$ cat src/rtl/fcs_regs.svh
`ifndef FCS_REGS_SVH
`define FCS_REGS_SVH
// How it works
// - Host writes a cycle with chip select low, gate high, strobe falling.
// - Cycles may also be written with strobe low and chip select pulsed.
// - Byte program is three unlock cycles then address and data.
// - Chip erase uses six cycles ending with 10H to 555H.
// - Sector erase uses five cycles then 30H at the sector address.
// - Extra sector cycles must start within 100 us of the previous one.
`define FCS_UNLOCK_ADDR1  11'h555
`define FCS_UNLOCK_ADDR2  11'h2aa
`define FCS_UNLOCK_DATA1  8'haa
`define FCS_UNLOCK_DATA2  8'h55
`define FCS_CMD_RESET     8'hf0
`define FCS_CMD_AUTOSEL   8'h90
`define FCS_CMD_PROGRAM   8'ha0
`define FCS_CMD_ERASE     8'h80
`define FCS_CMD_CHIP      8'h10
`define FCS_CMD_SECTOR    8'h30
`define FCS_CMD_SUSPEND   8'hb0
`define FCS_CMD_RESUME    8'h30
`define FCS_POLL_BIT      7
`define FCS_TIMEOUT_BIT   5
`define FCS_ADDR_W        20
`define FCS_SECTOR_LSB    13
`define FCS_SETUP_NS      50
`define FCS_PULSE_NS      75
`define FCS_RECOVER_NS    50
`define FCS_GAP_US        100
`define FCS_CLK_NS        25
`endif

$ cat src/rtl/fcs_pkg.sv
package fcs_pkg;
	typedef enum logic [3:0] {
		FCS_OP_RESET     = 4'h0,
		FCS_OP_RESET3    = 4'h1,
		FCS_OP_AUTOSEL   = 4'h2,
		FCS_OP_PROGRAM   = 4'h3,
		FCS_OP_CHIP      = 4'h4,
		FCS_OP_SECTOR    = 4'h5,
		FCS_OP_ADD_SEC   = 4'h6,
		FCS_OP_SUSPEND   = 4'h7,
		FCS_OP_RESUME    = 4'h8,
		FCS_OP_READ      = 4'h9
	} fcs_op_e;
	// One host request
	typedef struct packed {
		fcs_op_e     op;
		logic [19:0] addr;
		logic [7:0]  data;
	} fcs_req_s;
	// Flash pin drive
	typedef struct packed {
		logic        chip_sel_n;
		logic        out_gate_n;
		logic        wr_strobe_n;
		logic [19:0] addr;
	} fcs_pins_s;
	// One bus cycle for the pin engine
	typedef struct packed {
		logic        is_read;
		logic [19:0] addr;
		logic [7:0]  data;
	} fcs_cyc_s;
endpackage : fcs_pkg

$ cat src/rtl/fcs_bus_cycle.sv
`timescale 1ns/1ps
`include "fcs_regs.svh"
// Drives one write or read cycle on the flash pins
module fcs_bus_cycle (
	input  wire logic              ref_clk,
	input  wire logic              rst_n,
	input  wire logic              cyc_valid,
	output logic                   cyc_ready,
	input  wire fcs_pkg::fcs_cyc_s cyc,
	output fcs_pkg::fcs_pins_s     pins,
	output logic [7:0]             byte_lines_out,
	output logic                   byte_lines_oe,
	input  wire logic [7:0]        byte_lines_in,
	output logic                   done,
	output logic [7:0]             rd_data
);
	import fcs_pkg::*;
	function automatic int cyc_ceil(input int ns);
		return (ns + `FCS_CLK_NS - 1) / `FCS_CLK_NS;
	endfunction : cyc_ceil
	localparam int SETUP_C = cyc_ceil(`FCS_SETUP_NS);
	localparam int PULSE_C = cyc_ceil(`FCS_PULSE_NS);
	localparam int RECOV_C = cyc_ceil(`FCS_RECOVER_NS);
	typedef enum logic [1:0] {
		FCS_BC_IDLE  = 2'b00,
		FCS_BC_SETUP = 2'b01,
		FCS_BC_PULSE = 2'b11,
		FCS_BC_RECOV = 2'b10
	} fcs_bc_e;
	fcs_bc_e    state_ff;
	logic [3:0] cnt_ff;
	fcs_cyc_s   cyc_ff;
	// A new cycle is taken only when idle
	assign cyc_ready = (state_ff == FCS_BC_IDLE);
	// Cycle sequencing
	always_ff @(posedge ref_clk) begin
		done <= 1'b0;
		if (!rst_n) begin
			state_ff <= FCS_BC_IDLE;
			cnt_ff   <= 4'h0;
			cyc_ff   <= '0;
		end else begin
			case (state_ff)
				FCS_BC_IDLE: if (cyc_valid) begin
					cyc_ff   <= cyc;
					cnt_ff   <= 4'(SETUP_C);
					state_ff <= FCS_BC_SETUP;
				end
				FCS_BC_SETUP: if (cnt_ff <= 4'h1) begin
					cnt_ff   <= 4'(PULSE_C);
					state_ff <= FCS_BC_PULSE;
				end else cnt_ff <= cnt_ff - 4'h1;
				FCS_BC_PULSE: if (cnt_ff <= 4'h1) begin
					cnt_ff   <= 4'(RECOV_C);
					state_ff <= FCS_BC_RECOV;
				end else cnt_ff <= cnt_ff - 4'h1;
				FCS_BC_RECOV: if (cnt_ff <= 4'h1) begin
					state_ff <= FCS_BC_IDLE;
					done     <= 1'b1;
				end else cnt_ff <= cnt_ff - 4'h1;
				default: state_ff <= FCS_BC_IDLE;
			endcase
		end
	end
	// Read data sampled at end of gate pulse
	always_ff @(posedge ref_clk) begin
		if (!rst_n) begin
			rd_data <= 8'h00;
		end else if (state_ff == FCS_BC_PULSE && cnt_ff <= 4'h1
				&& cyc_ff.is_read) begin
			rd_data <= byte_lines_in;
		end
	end
	// Pin drive: strobe falls latching address, rises latching data
	always_ff @(posedge ref_clk) begin
		if (!rst_n) begin
			pins           <= '{1'b1, 1'b1, 1'b1, 20'h00000};
			byte_lines_out <= 8'h00;
			byte_lines_oe  <= 1'b0;
		end else begin
			pins.addr        <= cyc_ff.addr;
			byte_lines_out   <= cyc_ff.data;
			pins.chip_sel_n  <= (state_ff == FCS_BC_IDLE);
			pins.wr_strobe_n <= !(state_ff == FCS_BC_PULSE
					&& !cyc_ff.is_read);
			pins.out_gate_n  <= !(state_ff == FCS_BC_PULSE
					&& cyc_ff.is_read);
			byte_lines_oe    <= state_ff != FCS_BC_IDLE
					&& !cyc_ff.is_read;
		end
	end
endmodule : fcs_bus_cycle

$ cat src/rtl/fcs_host.sv
`timescale 1ns/1ps
`include "fcs_regs.svh"
// Host side command sequencer for the byte-wide flash
module fcs_host #(
	parameter int POLL_MAX = 100000,
	parameter int GAP_CYC  = `FCS_GAP_US * 1000 / `FCS_CLK_NS
) (
	input  wire logic              ref_clk,
	input  wire logic              rst_n,
	input  wire logic              req_valid,
	output logic                   req_ready,
	input  wire fcs_pkg::fcs_req_s req,
	output logic                   rsp_valid,
	output logic [7:0]             rsp_data,
	output logic                   rsp_fail,
	output logic                   busy,
	output fcs_pkg::fcs_pins_s     pins,
	output logic [7:0]             byte_lines_out,
	output logic                   byte_lines_oe,
	input  wire logic [7:0]        byte_lines_in
);
	import fcs_pkg::*;
	// Refuse counts that the poll and window counters cannot hold
	if (POLL_MAX < 1 || GAP_CYC < 2 || GAP_CYC > 65535) begin : g_chk
		$error("fcs_host: bad parameter");
	end
	typedef enum logic [2:0] {
		FCS_H_IDLE  = 3'b000,
		FCS_H_SEND  = 3'b001,
		FCS_H_WAIT  = 3'b011,
		FCS_H_POLL  = 3'b010,
		FCS_H_PWAIT = 3'b110,
		FCS_H_DONE  = 3'b100
	} fcs_h_e;
	fcs_h_e      state_ff;
	fcs_req_s    req_ff;
	logic [2:0]  idx_ff;
	logic [2:0]  len;
	logic [31:0] poll_ff;
	logic [15:0] gap_ff;
	logic        sus_ok_ff;
	logic        erasing_ff;
	logic [7:0]  rsp_data_ff;
	logic        rsp_fail_ff;
	logic        rsp_valid_ff;
	logic        sus_bad;
	logic        res_bad;
	logic        cyc_valid;
	logic        cyc_ready;
	logic        cyc_done;
	logic [7:0]  cyc_rd;
	fcs_cyc_s    cyc;
	// Cycles in a command sequence
	function automatic logic [2:0] seq_len(input fcs_op_e op);
		case (op)
			FCS_OP_RESET3, FCS_OP_AUTOSEL: return 3'd3;
			FCS_OP_PROGRAM:                return 3'd4;
			FCS_OP_CHIP, FCS_OP_SECTOR:    return 3'd6;
			default:                       return 3'd1;
		endcase
	endfunction : seq_len
	// Address and data of cycle i of a sequence
	function automatic fcs_cyc_s seq_cyc(input fcs_req_s r,
			input logic [2:0] i);
		fcs_cyc_s c;
		logic [19:0] u1;
		logic [19:0] u2;
		c  = '{1'b0, r.addr, r.data};
		u1 = {9'h000, `FCS_UNLOCK_ADDR1};
		u2 = {9'h000, `FCS_UNLOCK_ADDR2};
		case (i)
			3'd0: c = '{1'b0, u1, `FCS_UNLOCK_DATA1};
			3'd1: c = '{1'b0, u2, `FCS_UNLOCK_DATA2};
			3'd2: case (r.op)
				FCS_OP_RESET3:  c = '{1'b0, u1, `FCS_CMD_RESET};
				FCS_OP_AUTOSEL: c = '{1'b0, u1, `FCS_CMD_AUTOSEL};
				FCS_OP_PROGRAM: c = '{1'b0, u1, `FCS_CMD_PROGRAM};
				default:        c = '{1'b0, u1, `FCS_CMD_ERASE};
			endcase
			3'd3: if (r.op != FCS_OP_PROGRAM)
				c = '{1'b0, u1, `FCS_UNLOCK_DATA1};
			3'd4: c = '{1'b0, u2, `FCS_UNLOCK_DATA2};
			3'd5: c = (r.op == FCS_OP_CHIP) ?
				'{1'b0, u1, `FCS_CMD_CHIP} :
				'{1'b0, r.addr, `FCS_CMD_SECTOR};
			default: c = '{1'b0, r.addr, r.data};
		endcase
		return c;
	endfunction : seq_cyc
	// Length of the sequence now being sent
	assign len = seq_len(req_ff.op);
	// Single-cycle ops take fixed data, reads take a read cycle
	always_comb begin
		cyc = seq_cyc(req_ff, idx_ff);
		case (req_ff.op)
			FCS_OP_RESET:   cyc = '{1'b0, req_ff.addr, `FCS_CMD_RESET};
			FCS_OP_SUSPEND: cyc = '{1'b0, req_ff.addr, `FCS_CMD_SUSPEND};
			FCS_OP_RESUME:  cyc = '{1'b0, req_ff.addr, `FCS_CMD_RESUME};
			FCS_OP_ADD_SEC: cyc = '{1'b0, req_ff.addr, `FCS_CMD_SECTOR};
			FCS_OP_READ:    cyc = '{1'b1, req_ff.addr, 8'h00};
			default: ;
		endcase
	end
	// Host accepts new work only when idle; no new sequence mid-operation
	assign req_ready = (state_ff == FCS_H_IDLE);
	assign cyc_valid = (state_ff == FCS_H_SEND);
	assign busy      = (state_ff != FCS_H_IDLE);
	assign rsp_valid = rsp_valid_ff;
	assign rsp_data  = rsp_data_ff;
	assign rsp_fail  = rsp_fail_ff;
	// Suspend only means something in a sector erase, resume after suspend
	assign sus_bad = (req_ff.op == FCS_OP_SUSPEND) && !erasing_ff;
	assign res_bad = (req_ff.op == FCS_OP_RESUME) && !sus_ok_ff;
	// Main sequencing
	always_ff @(posedge ref_clk) begin
		rsp_valid_ff <= 1'b0;
		if (!rst_n) begin
			state_ff    <= FCS_H_IDLE;
			req_ff      <= '0;
			idx_ff      <= 3'd0;
			poll_ff     <= 32'h0;
			rsp_data_ff <= 8'h00;
			rsp_fail_ff <= 1'b0;
		end else begin
			case (state_ff)
				FCS_H_IDLE: if (req_valid) begin
					req_ff   <= req;
					idx_ff   <= 3'd0;
					poll_ff  <= 32'h0;
					state_ff <= FCS_H_SEND;
				end
				FCS_H_SEND: if (cyc_ready) state_ff <= FCS_H_WAIT;
				FCS_H_WAIT: if (cyc_done) begin
					rsp_data_ff <= cyc_rd;
					rsp_fail_ff <= sus_bad || res_bad;
					if (req_ff.op == FCS_OP_ADD_SEC && gap_ff == 16'h0) begin
						rsp_fail_ff  <= 1'b1;
						rsp_valid_ff <= 1'b1;
						state_ff     <= FCS_H_IDLE;
					end else if (idx_ff + 3'd1 < len) begin
						idx_ff   <= idx_ff + 3'd1;
						state_ff <= FCS_H_SEND;
					end else if (req_ff.op == FCS_OP_PROGRAM
							|| req_ff.op == FCS_OP_CHIP) begin
						state_ff <= FCS_H_POLL;
					end else begin
						state_ff <= FCS_H_DONE;
					end
				end
				FCS_H_POLL: if (cyc_ready) state_ff <= FCS_H_PWAIT;
				FCS_H_PWAIT: if (cyc_done) begin
					rsp_data_ff <= cyc_rd;                   // Last poll byte
					poll_ff     <= poll_ff + 32'h1;
					// Program done when poll bit matches written bit
					if (cyc_rd[`FCS_POLL_BIT] ==
							((req_ff.op == FCS_OP_CHIP) ? 1'b1 :
							req_ff.data[`FCS_POLL_BIT])) begin
						state_ff <= FCS_H_DONE;
					end else if (cyc_rd[`FCS_TIMEOUT_BIT]
							|| poll_ff >= 32'(POLL_MAX)) begin
						rsp_fail_ff  <= 1'b1;
						rsp_valid_ff <= 1'b1;
						state_ff     <= FCS_H_IDLE;
					end else state_ff <= FCS_H_POLL;
				end
				FCS_H_DONE: begin
					rsp_valid_ff <= 1'b1;
					state_ff     <= FCS_H_IDLE;
				end
				default: state_ff <= FCS_H_IDLE;
			endcase
		end
	end
	// Window for adding sectors after a sector command
	always_ff @(posedge ref_clk) begin
		if (!rst_n) begin
			gap_ff <= 16'h0;
		end else if (cyc_done && state_ff == FCS_H_WAIT
				&& (req_ff.op == FCS_OP_ADD_SEC
				|| (req_ff.op == FCS_OP_SECTOR && idx_ff == 3'd5))) begin
			gap_ff <= 16'(GAP_CYC - 1);
		end else if (gap_ff != 16'h0) begin
			gap_ff <= gap_ff - 16'h1;
		end
	end
	// Tracks sector erase and suspend to judge suspend and resume requests;
	// the end of a sector erase is not seen, so the flag waits for a reset or chip erase command
	always_ff @(posedge ref_clk) begin
		if (!rst_n) begin
			erasing_ff <= 1'b0;
			sus_ok_ff  <= 1'b0;
		end else if (state_ff == FCS_H_DONE) begin
			case (req_ff.op)
				FCS_OP_SECTOR:  erasing_ff <= 1'b1;
				FCS_OP_SUSPEND: sus_ok_ff  <= erasing_ff;
				FCS_OP_RESUME:  sus_ok_ff  <= 1'b0;
				FCS_OP_RESET, FCS_OP_RESET3, FCS_OP_CHIP: begin
					erasing_ff <= 1'b0;
					sus_ok_ff  <= 1'b0;
				end
				default: ;
			endcase
		end
	end
	fcs_bus_cycle u_cycle (
		.ref_clk        (ref_clk),
		.rst_n          (rst_n),
		.cyc_valid      (cyc_valid || state_ff == FCS_H_POLL),
		.cyc_ready      (cyc_ready),
		.cyc            (state_ff == FCS_H_POLL ?
				fcs_cyc_s'{1'b1, req_ff.addr, 8'h00} : cyc),
		.pins           (pins),
		.byte_lines_out (byte_lines_out),
		.byte_lines_oe  (byte_lines_oe),
		.byte_lines_in  (byte_lines_in),
		.done           (cyc_done),
		.rd_data        (cyc_rd)
	);
endmodule : fcs_host

$ cat config.mk
export PLATFORM = sky130hd
export DESIGN_NAME = fcs_host
export DESIGN_NICKNAME = d
export VERILOG_FILES = /design/src/rtl/fcs_pkg.sv /design/src/rtl/fcs_bus_cycle.sv /design/src/rtl/fcs_host.sv
export VERILOG_INCLUDE_DIRS = /design/src /design/src/rtl
export SDC_FILE = /design/constraint.sdc
export NUM_CORES = 1
export LEC_CHECK = 0
export BUFFER_PORTS_ARGS = -buffer_cell sky130_fd_sc_hd__buf_2
export CAP_MARGIN = 40
export CORE_AREA = 2 2 120 122
export DETAILED_ROUTE_END_ITERATION = 16
export DIE_AREA = 0 0 122 124
export GPL_ROUTABILITY_DRIVEN = 1
export GPL_TIMING_DRIVEN = 0
export MAX_ROUTING_LAYER = met4
export PLACE_DENSITY = 0.8
export RECOVER_POWER = 50
export SKIP_LAST_GASP = 1
export SYNTH_ARGS = -nofsm -noshare
export SYNTH_HDL_FRONTEND = slang
export SYNTH_SLANG_ARGS = --single-unit
$ cat constraint.sdc
create_clock -name ref_clk -period 6.4 [get_ports ref_clk]
set_clock_uncertainty 0.05 [all_clocks]
set_input_delay 0.96 -clock ref_clk [delete_from_list [all_inputs] [get_ports ref_clk]]
set_output_delay 0.96 -clock ref_clk [all_outputs]
set_load 0.02 [all_outputs]
# After elaboration in Yosys (flattened, before gate mapping)
# Cells that the tools add are included.
# word_totals
regBits,174
input_bits,43
out_inout_bits,44
# op_classes
addsub,4
magnitude_cmp,3
eq_ne,38
mux,54
n_bitwise,1
n_reduce_logical,55
# ops
op,n
28-bit case mux with 5 select lines,1
29-bit case mux with 4 select lines,1
32-bit 2-to-1 mux,2
32-bit case mux with 2 select lines,1
28-bit 2-to-1 mux,2
3-bit 2-to-1 mux,13
32-bit by 1-bit adder with 32-bit output (second input constant),1
32-bit by 17-bit greater-or-equal comparator with 1-bit output (second input constant),1
29-bit 2-to-1 mux,1
12-bit 2-to-1 mux,2
7-bit case mux with 3 select lines,1
4-bit by 3-bit equality test with 1-bit output (second input constant),4
16-bit logical NOT,1
4-bit 2-to-1 mux,4
4-bit case mux with 4 select lines,1
16-bit nonzero test,1
16-bit by 1-bit subtractor with 16-bit output (second input constant),1
3-bit case mux with 5 select lines,1
5-bit AND reduction,3
2-bit by 1-bit != test with 1-bit output (second input constant),7
2-bit != test (second input constant),7
2-bit AND reduction,7
2-bit nonzero test,7
3-bit by 2-bit equality test with 1-bit output (second input constant),4
33 further kinds,81

# Depth between registers and ports, before layout
# logic_depth
ltp_word,8
depth_mapped,11

# Modules after synthesis
# Synthesis repeated with hierarchy kept, for this count alone.
# unflattened
hier_cells,921
area_unflattened_um2,7647.3
# modules_own_cells
mod,n_inst,cells_per_inst,area_each_um2,seq_area_each_um2
fcs_host,1,650,5097.4,1961.9
fcs_bus_cycle,1,271,2549.9,1521.5

# Worst setup path before layout
# OpenSTA, ideal clock, no wires.
# synth_path
path_kind,reg-to-reg
from,register req_ff[29] (netlist name)
to,register idx_ff[0]
setup_time_ps,116
arrival_time_ps,2550
path_slack_ps,3684
stages_incl_launch_ff,11
path_buffers,2
cell_sequence,dfxtp_1 > buf_2 > clkbuf_1 > nor3_1 > or3b_2 > ha_1 > o21ai_0 > a32oi_1 > nor3_1 > nor2_1 > a31o_2
# synth_between
elab_chain_len,6
# synth_rtl
element,line,source
start: declaration,fcs_host.sv:36,fcs_req_s req_ff;
start signal: assignment,fcs_host.sv:127,req_ff <= req;
4-bit by 3-bit equality test with 1-bit output (tied with other cells),fcs_host.sv:55,case (op)
2-bit OR reduction,fcs_host.sv:55,
3-bit case mux with 3 select lines,fcs_host.sv:55,
3-bit < comparator,fcs_host.sv:140,end else if (idx_ff + 3'd1 < len) begin
2-bit != test (no line),--,
5-bit AND reduction (no line) *,--,
end signal: assignment,fcs_host.sv:141,idx_ff <= idx_ff + 3'd1;
end: declaration,fcs_host.sv:37,logic [2:0] idx_ff;
# Every way passes the cells marked *; elsewhere a longest branch is shown, timed or not.
# A chain may end at the register's enable or synchronous reset.

# Final worst setup path
# Ends and elaborated chain as after synthesis.

==> flow_metrics.py <==
metrics = {
    "run": {
        "drv_cap": 0,
    },
    "cts": {
        "root_buffer": "clkbuf_16",
        "path_clk_slew_ns": 0.07,
        "cts.sinks": 174,
        "clk_path_buf_depth": 2,
        "insertion_delay_ns": 0.43,
        "cts_resized": 0,
        "clock_tree.htree_level_count": 4,
        "cts_buffers": 17,
        "cts_tree": "done",
        "postCtsHoldBufs": 0,
        "post-cts-setup-buffers": 0,
    },
    "setup_path": {
        "arrival_ns": 3.41,
        "rrSetupSlack_ns": 3.26,
        "startpoint_type": "flop",
        "crit_path_max_fanout": 10,
        "crit_type": "flop to flop",
        "end_kind": "flop",
        "r2r_cells": 10,
        "cp_data_required_time_ns": 6.67,
    },
    "cells_and_area": {
        "nets": 1013,
        "final_cell_mix": "dfxtp_1, nand2_1, clkbuf_1, nor2_1, buf_2",
        "area_delta_synth_final_pct": 15.4,
        "drive_above_1_share_pct": 9.48,
        "insertedDiodeCount": 0,
        "final_common_cell": "dfxtp_1",
        "fill_cells": 1205,
        "fin_cells": 1150,
    },
    "die": {
        "die_h_um": 124,
        "die_w_um": 122,
        "coreArea_mm2": 0.0137,
        "ios": 87,
        "row_count": 43,
        "initial_utilization_pct": 54.8,
        "die_area_mm2": 0.0151,
    },
    "drt": {
        "totalWireLength_um": 17900,
        "ant_nets": 0,
        "wl_per_cell_um": 15.6,
        "initialDrtViolationCount": 464,
        "drc": 0,
        "dr.pass1.iters": 5,
        "post_drt_via_cell_ratio": 5.47,
        "routed-via-count": 6295,
    },
    "timing": {
        "max-slew-margin-rel_pct": 47.9,
        "drv_slew": 0,
        "setup_violations": 0,
        "fmax_ghz": 0.319,
        "rsz0062_at_grt": "false",
        "fin_crit_ns": 3.14,
        "finalHoldViolations": 0,
        "tightest_slew_ns": 0.782,
        "tns_ns": 0,
        "fin_crit_sh_pct": 49.0,
    },
    "yosys": {
        "synth.area.top_cells": "dfxtp_1, nand2_1, a21boi_0",
        "ys_warn_count": 0,
        "synth-seq-cells": 174,
        "synth_flop_cell": "dfxtp_1",
        "yosys.area.top_type": "dfxtp_1",
        "synth_cells": 853,
        "synth_edf_count": 0,
        "synth_nets": 908,
        "synthDistinctLibCells": 65,
        "syn_area_mm2": 0.00752,
        "async_flop_share_pct": 0,
        "yosysTopAreaCellShare_pct": 46.3,
        "syn_avg_cell_area_um2": 8.82,
        "seq_area_frac_synth_pct": 46.3,
    },
    "power_and_ir_drop": {
        "clock_power_share_pct": 34.8,
        "p_sw_uw": 861,
        "p_comb_share_pct": 20.8,
        "leakagePower_nw": 3.21,
        "intPower_mw": 1.98,
        "vdd_drop_max_v": 0.000234,
        "p_per_area_mw_per_mm2": 327,
        "p_seq_share_pct": 44.5,
        "p_sw_share_pct": 30.3,
    },
    "run_status": {
        "outcome": "completed",
    },
    "grt": {
        "grt_pass1_wl_um": 28800,
        "overflow": 0,
        "grt_use_total_pct": 25.1,
        "grt_max_degree": 17,
        "grt_pass1_vias": 5956,
        "antenna_found_initial": 0,
    },
    "hold_path": {
        "min_path_type": "flop to flop",
        "holdPathStages": 2,
    },
    "placed_design": {
        "place_hpwl_um": 12600,
        "gp_congestion": 0.929,
        "port_buffers": 85,
        "placed_cells": 1119,
    },
}
==> power by group through the flow <==
stage | clock [mW] | combinational [mW] | sequential, mW
after global routing | 1.05 | 0.660 | 1.28
after detailed placement | 0 | 0.589 | 1.28
after floorplan | 0 | 0.426 | 1.29
final | 0.988 | 0.590 | 1.26
after global placement | 0 | 0.579 | 1.28
after CTS | 1.00 | 0.596 | 1.26
==> through the flow <==
step	area, um^2	utilization, %	total power [mW]	hold WS [ns]	setup WS, ns
after detailed placement	8180	59.7	1.87	0.390	3.28
after floorplan	7520	-	1.71	0.374	3.68
after global routing	8680	63.3	2.98	0.425	2.95
after global placement	8170	59.6	1.86	0.381	3.30
after CTS	8750	63.8	2.86	0.405	3.29
final	8680	63.3	2.84	0.407	3.26
==> sequential cells by signal, summed over array words and instances (netlist names), 2 cells and up <==
name,flops
idx_ff,3
state_ff,3
u_cycle.cyc_ff,29
u_cycle.rd_data,8
gap_ff,16
u_cycle.byte_lines_out,8
u_cycle.cnt_ff,4
poll_ff,32
u_cycle.state_ff,2
rsp_data,8
u_cycle.pins,23
req_ff,32
==> path summary, 6_finish.rpt <==
check                          startpoint                        endpoint
setup / recovery  req_ff[29]$_SDFFE_PN0P_          idx_ff[0]$_SDFFE_PN0P_
hold / removal     req_ff[9]$_SDFFE_PN0P_  u_cycle.cyc_ff[9]$_SDFFE_PN0P_
setup reg to reg  req_ff[29]$_SDFFE_PN0P_          idx_ff[0]$_SDFFE_PN0P_
hold reg to reg    req_ff[9]$_SDFFE_PN0P_  u_cycle.cyc_ff[9]$_SDFFE_PN0P_
==> final cells by class <==
| class | instances | area, um^2 | share of cell area, % |
|---|---|---|---|
| Buffer | 47 | 195 | 2.25 |
| Timing Repair Buffer | 86 | 383 | 4.41 |
| Multi-Input combinational cell | 610 | 3740 | 43.1 |
| Sequential cell | 174 | 3480 | 40.1 |
| Clock buffer | 21 | 460 | 5.30 |
| Clock inverter | 10 | 105 | 1.21 |
| Tap cell | 180 | 225 | 2.59 |
| Inverter | 22 | 82.6 | 0.951 |
==> kinds of logic (layout without fill, tap and decap cells) <==
logic type	Yosys count	after routing	synth area share (%)
and+or+nand+nor	365	365	24.5
DFF	174	174	46.3
AOI/OAI and AO/OA	170	170	15.8
buffers and inverters	69	186	3.71
xor gates and xnor gates	42	42	4.89
muxes	21	21	2.83
adders and majority gates	12	12	2.00
==> critical path, cell delays in order, from the launching register on <==
cell,delay (ns)
dfxtp_1,0.39
buf_2,0.22
clkbuf_1,0.38
nor3_1,0.09
or3b_2,0.47
ha_1,0.28
o21ai_0,0.14
a32oi_1,0.13
nor3_1,0.56
nor2_1,0.10
a31o_2,0.22
==> cells in the mapped netlist (2+ instances only) <==
cell,number
dfxtp_1,174
nand2_1,115
nor2_1,74
a21boi_0,46
clkbuf_1,35
o21ai_0,34
and2_1,32
a21oi_1,28
nor2b_1,27
xnor2_1,26
nor3_1,25
inv_1,22
nand3_1,20
mux2i_1,19
xor2_1,16
ha_1,12
a22o_1,11
or3_1,11
nand4_1,9
nor4_1,9
and4_1,8
buf_2,7
nor3b_1,7
o2bb2ai_1,7
nand2b_1,6
a31oi_1,5
and3_1,5
o21a_1,4
a21o_1,3
a31o_2,3
buf_1,3
nand4b_1,3
nor4b_1,3
o211ai_1,3
o22ai_1,3
o31ai_1,3
a2111oi_0,2
a211o_1,2
a221oi_1,2
mux2_2,2
nand3b_1,2
o211a_1,2
==> routing by layer <==
metal  global-route usage [%]  part of all wire, %  wire [um]
met3                     5.45                  5.6       1000
met2                     39.6                   47       8330
met4                     9.48                  2.1        378
met1                     31.8                   46       8200
met5                        -                    0          0
No activity file was read; power rests on OpenSTA's default activity.
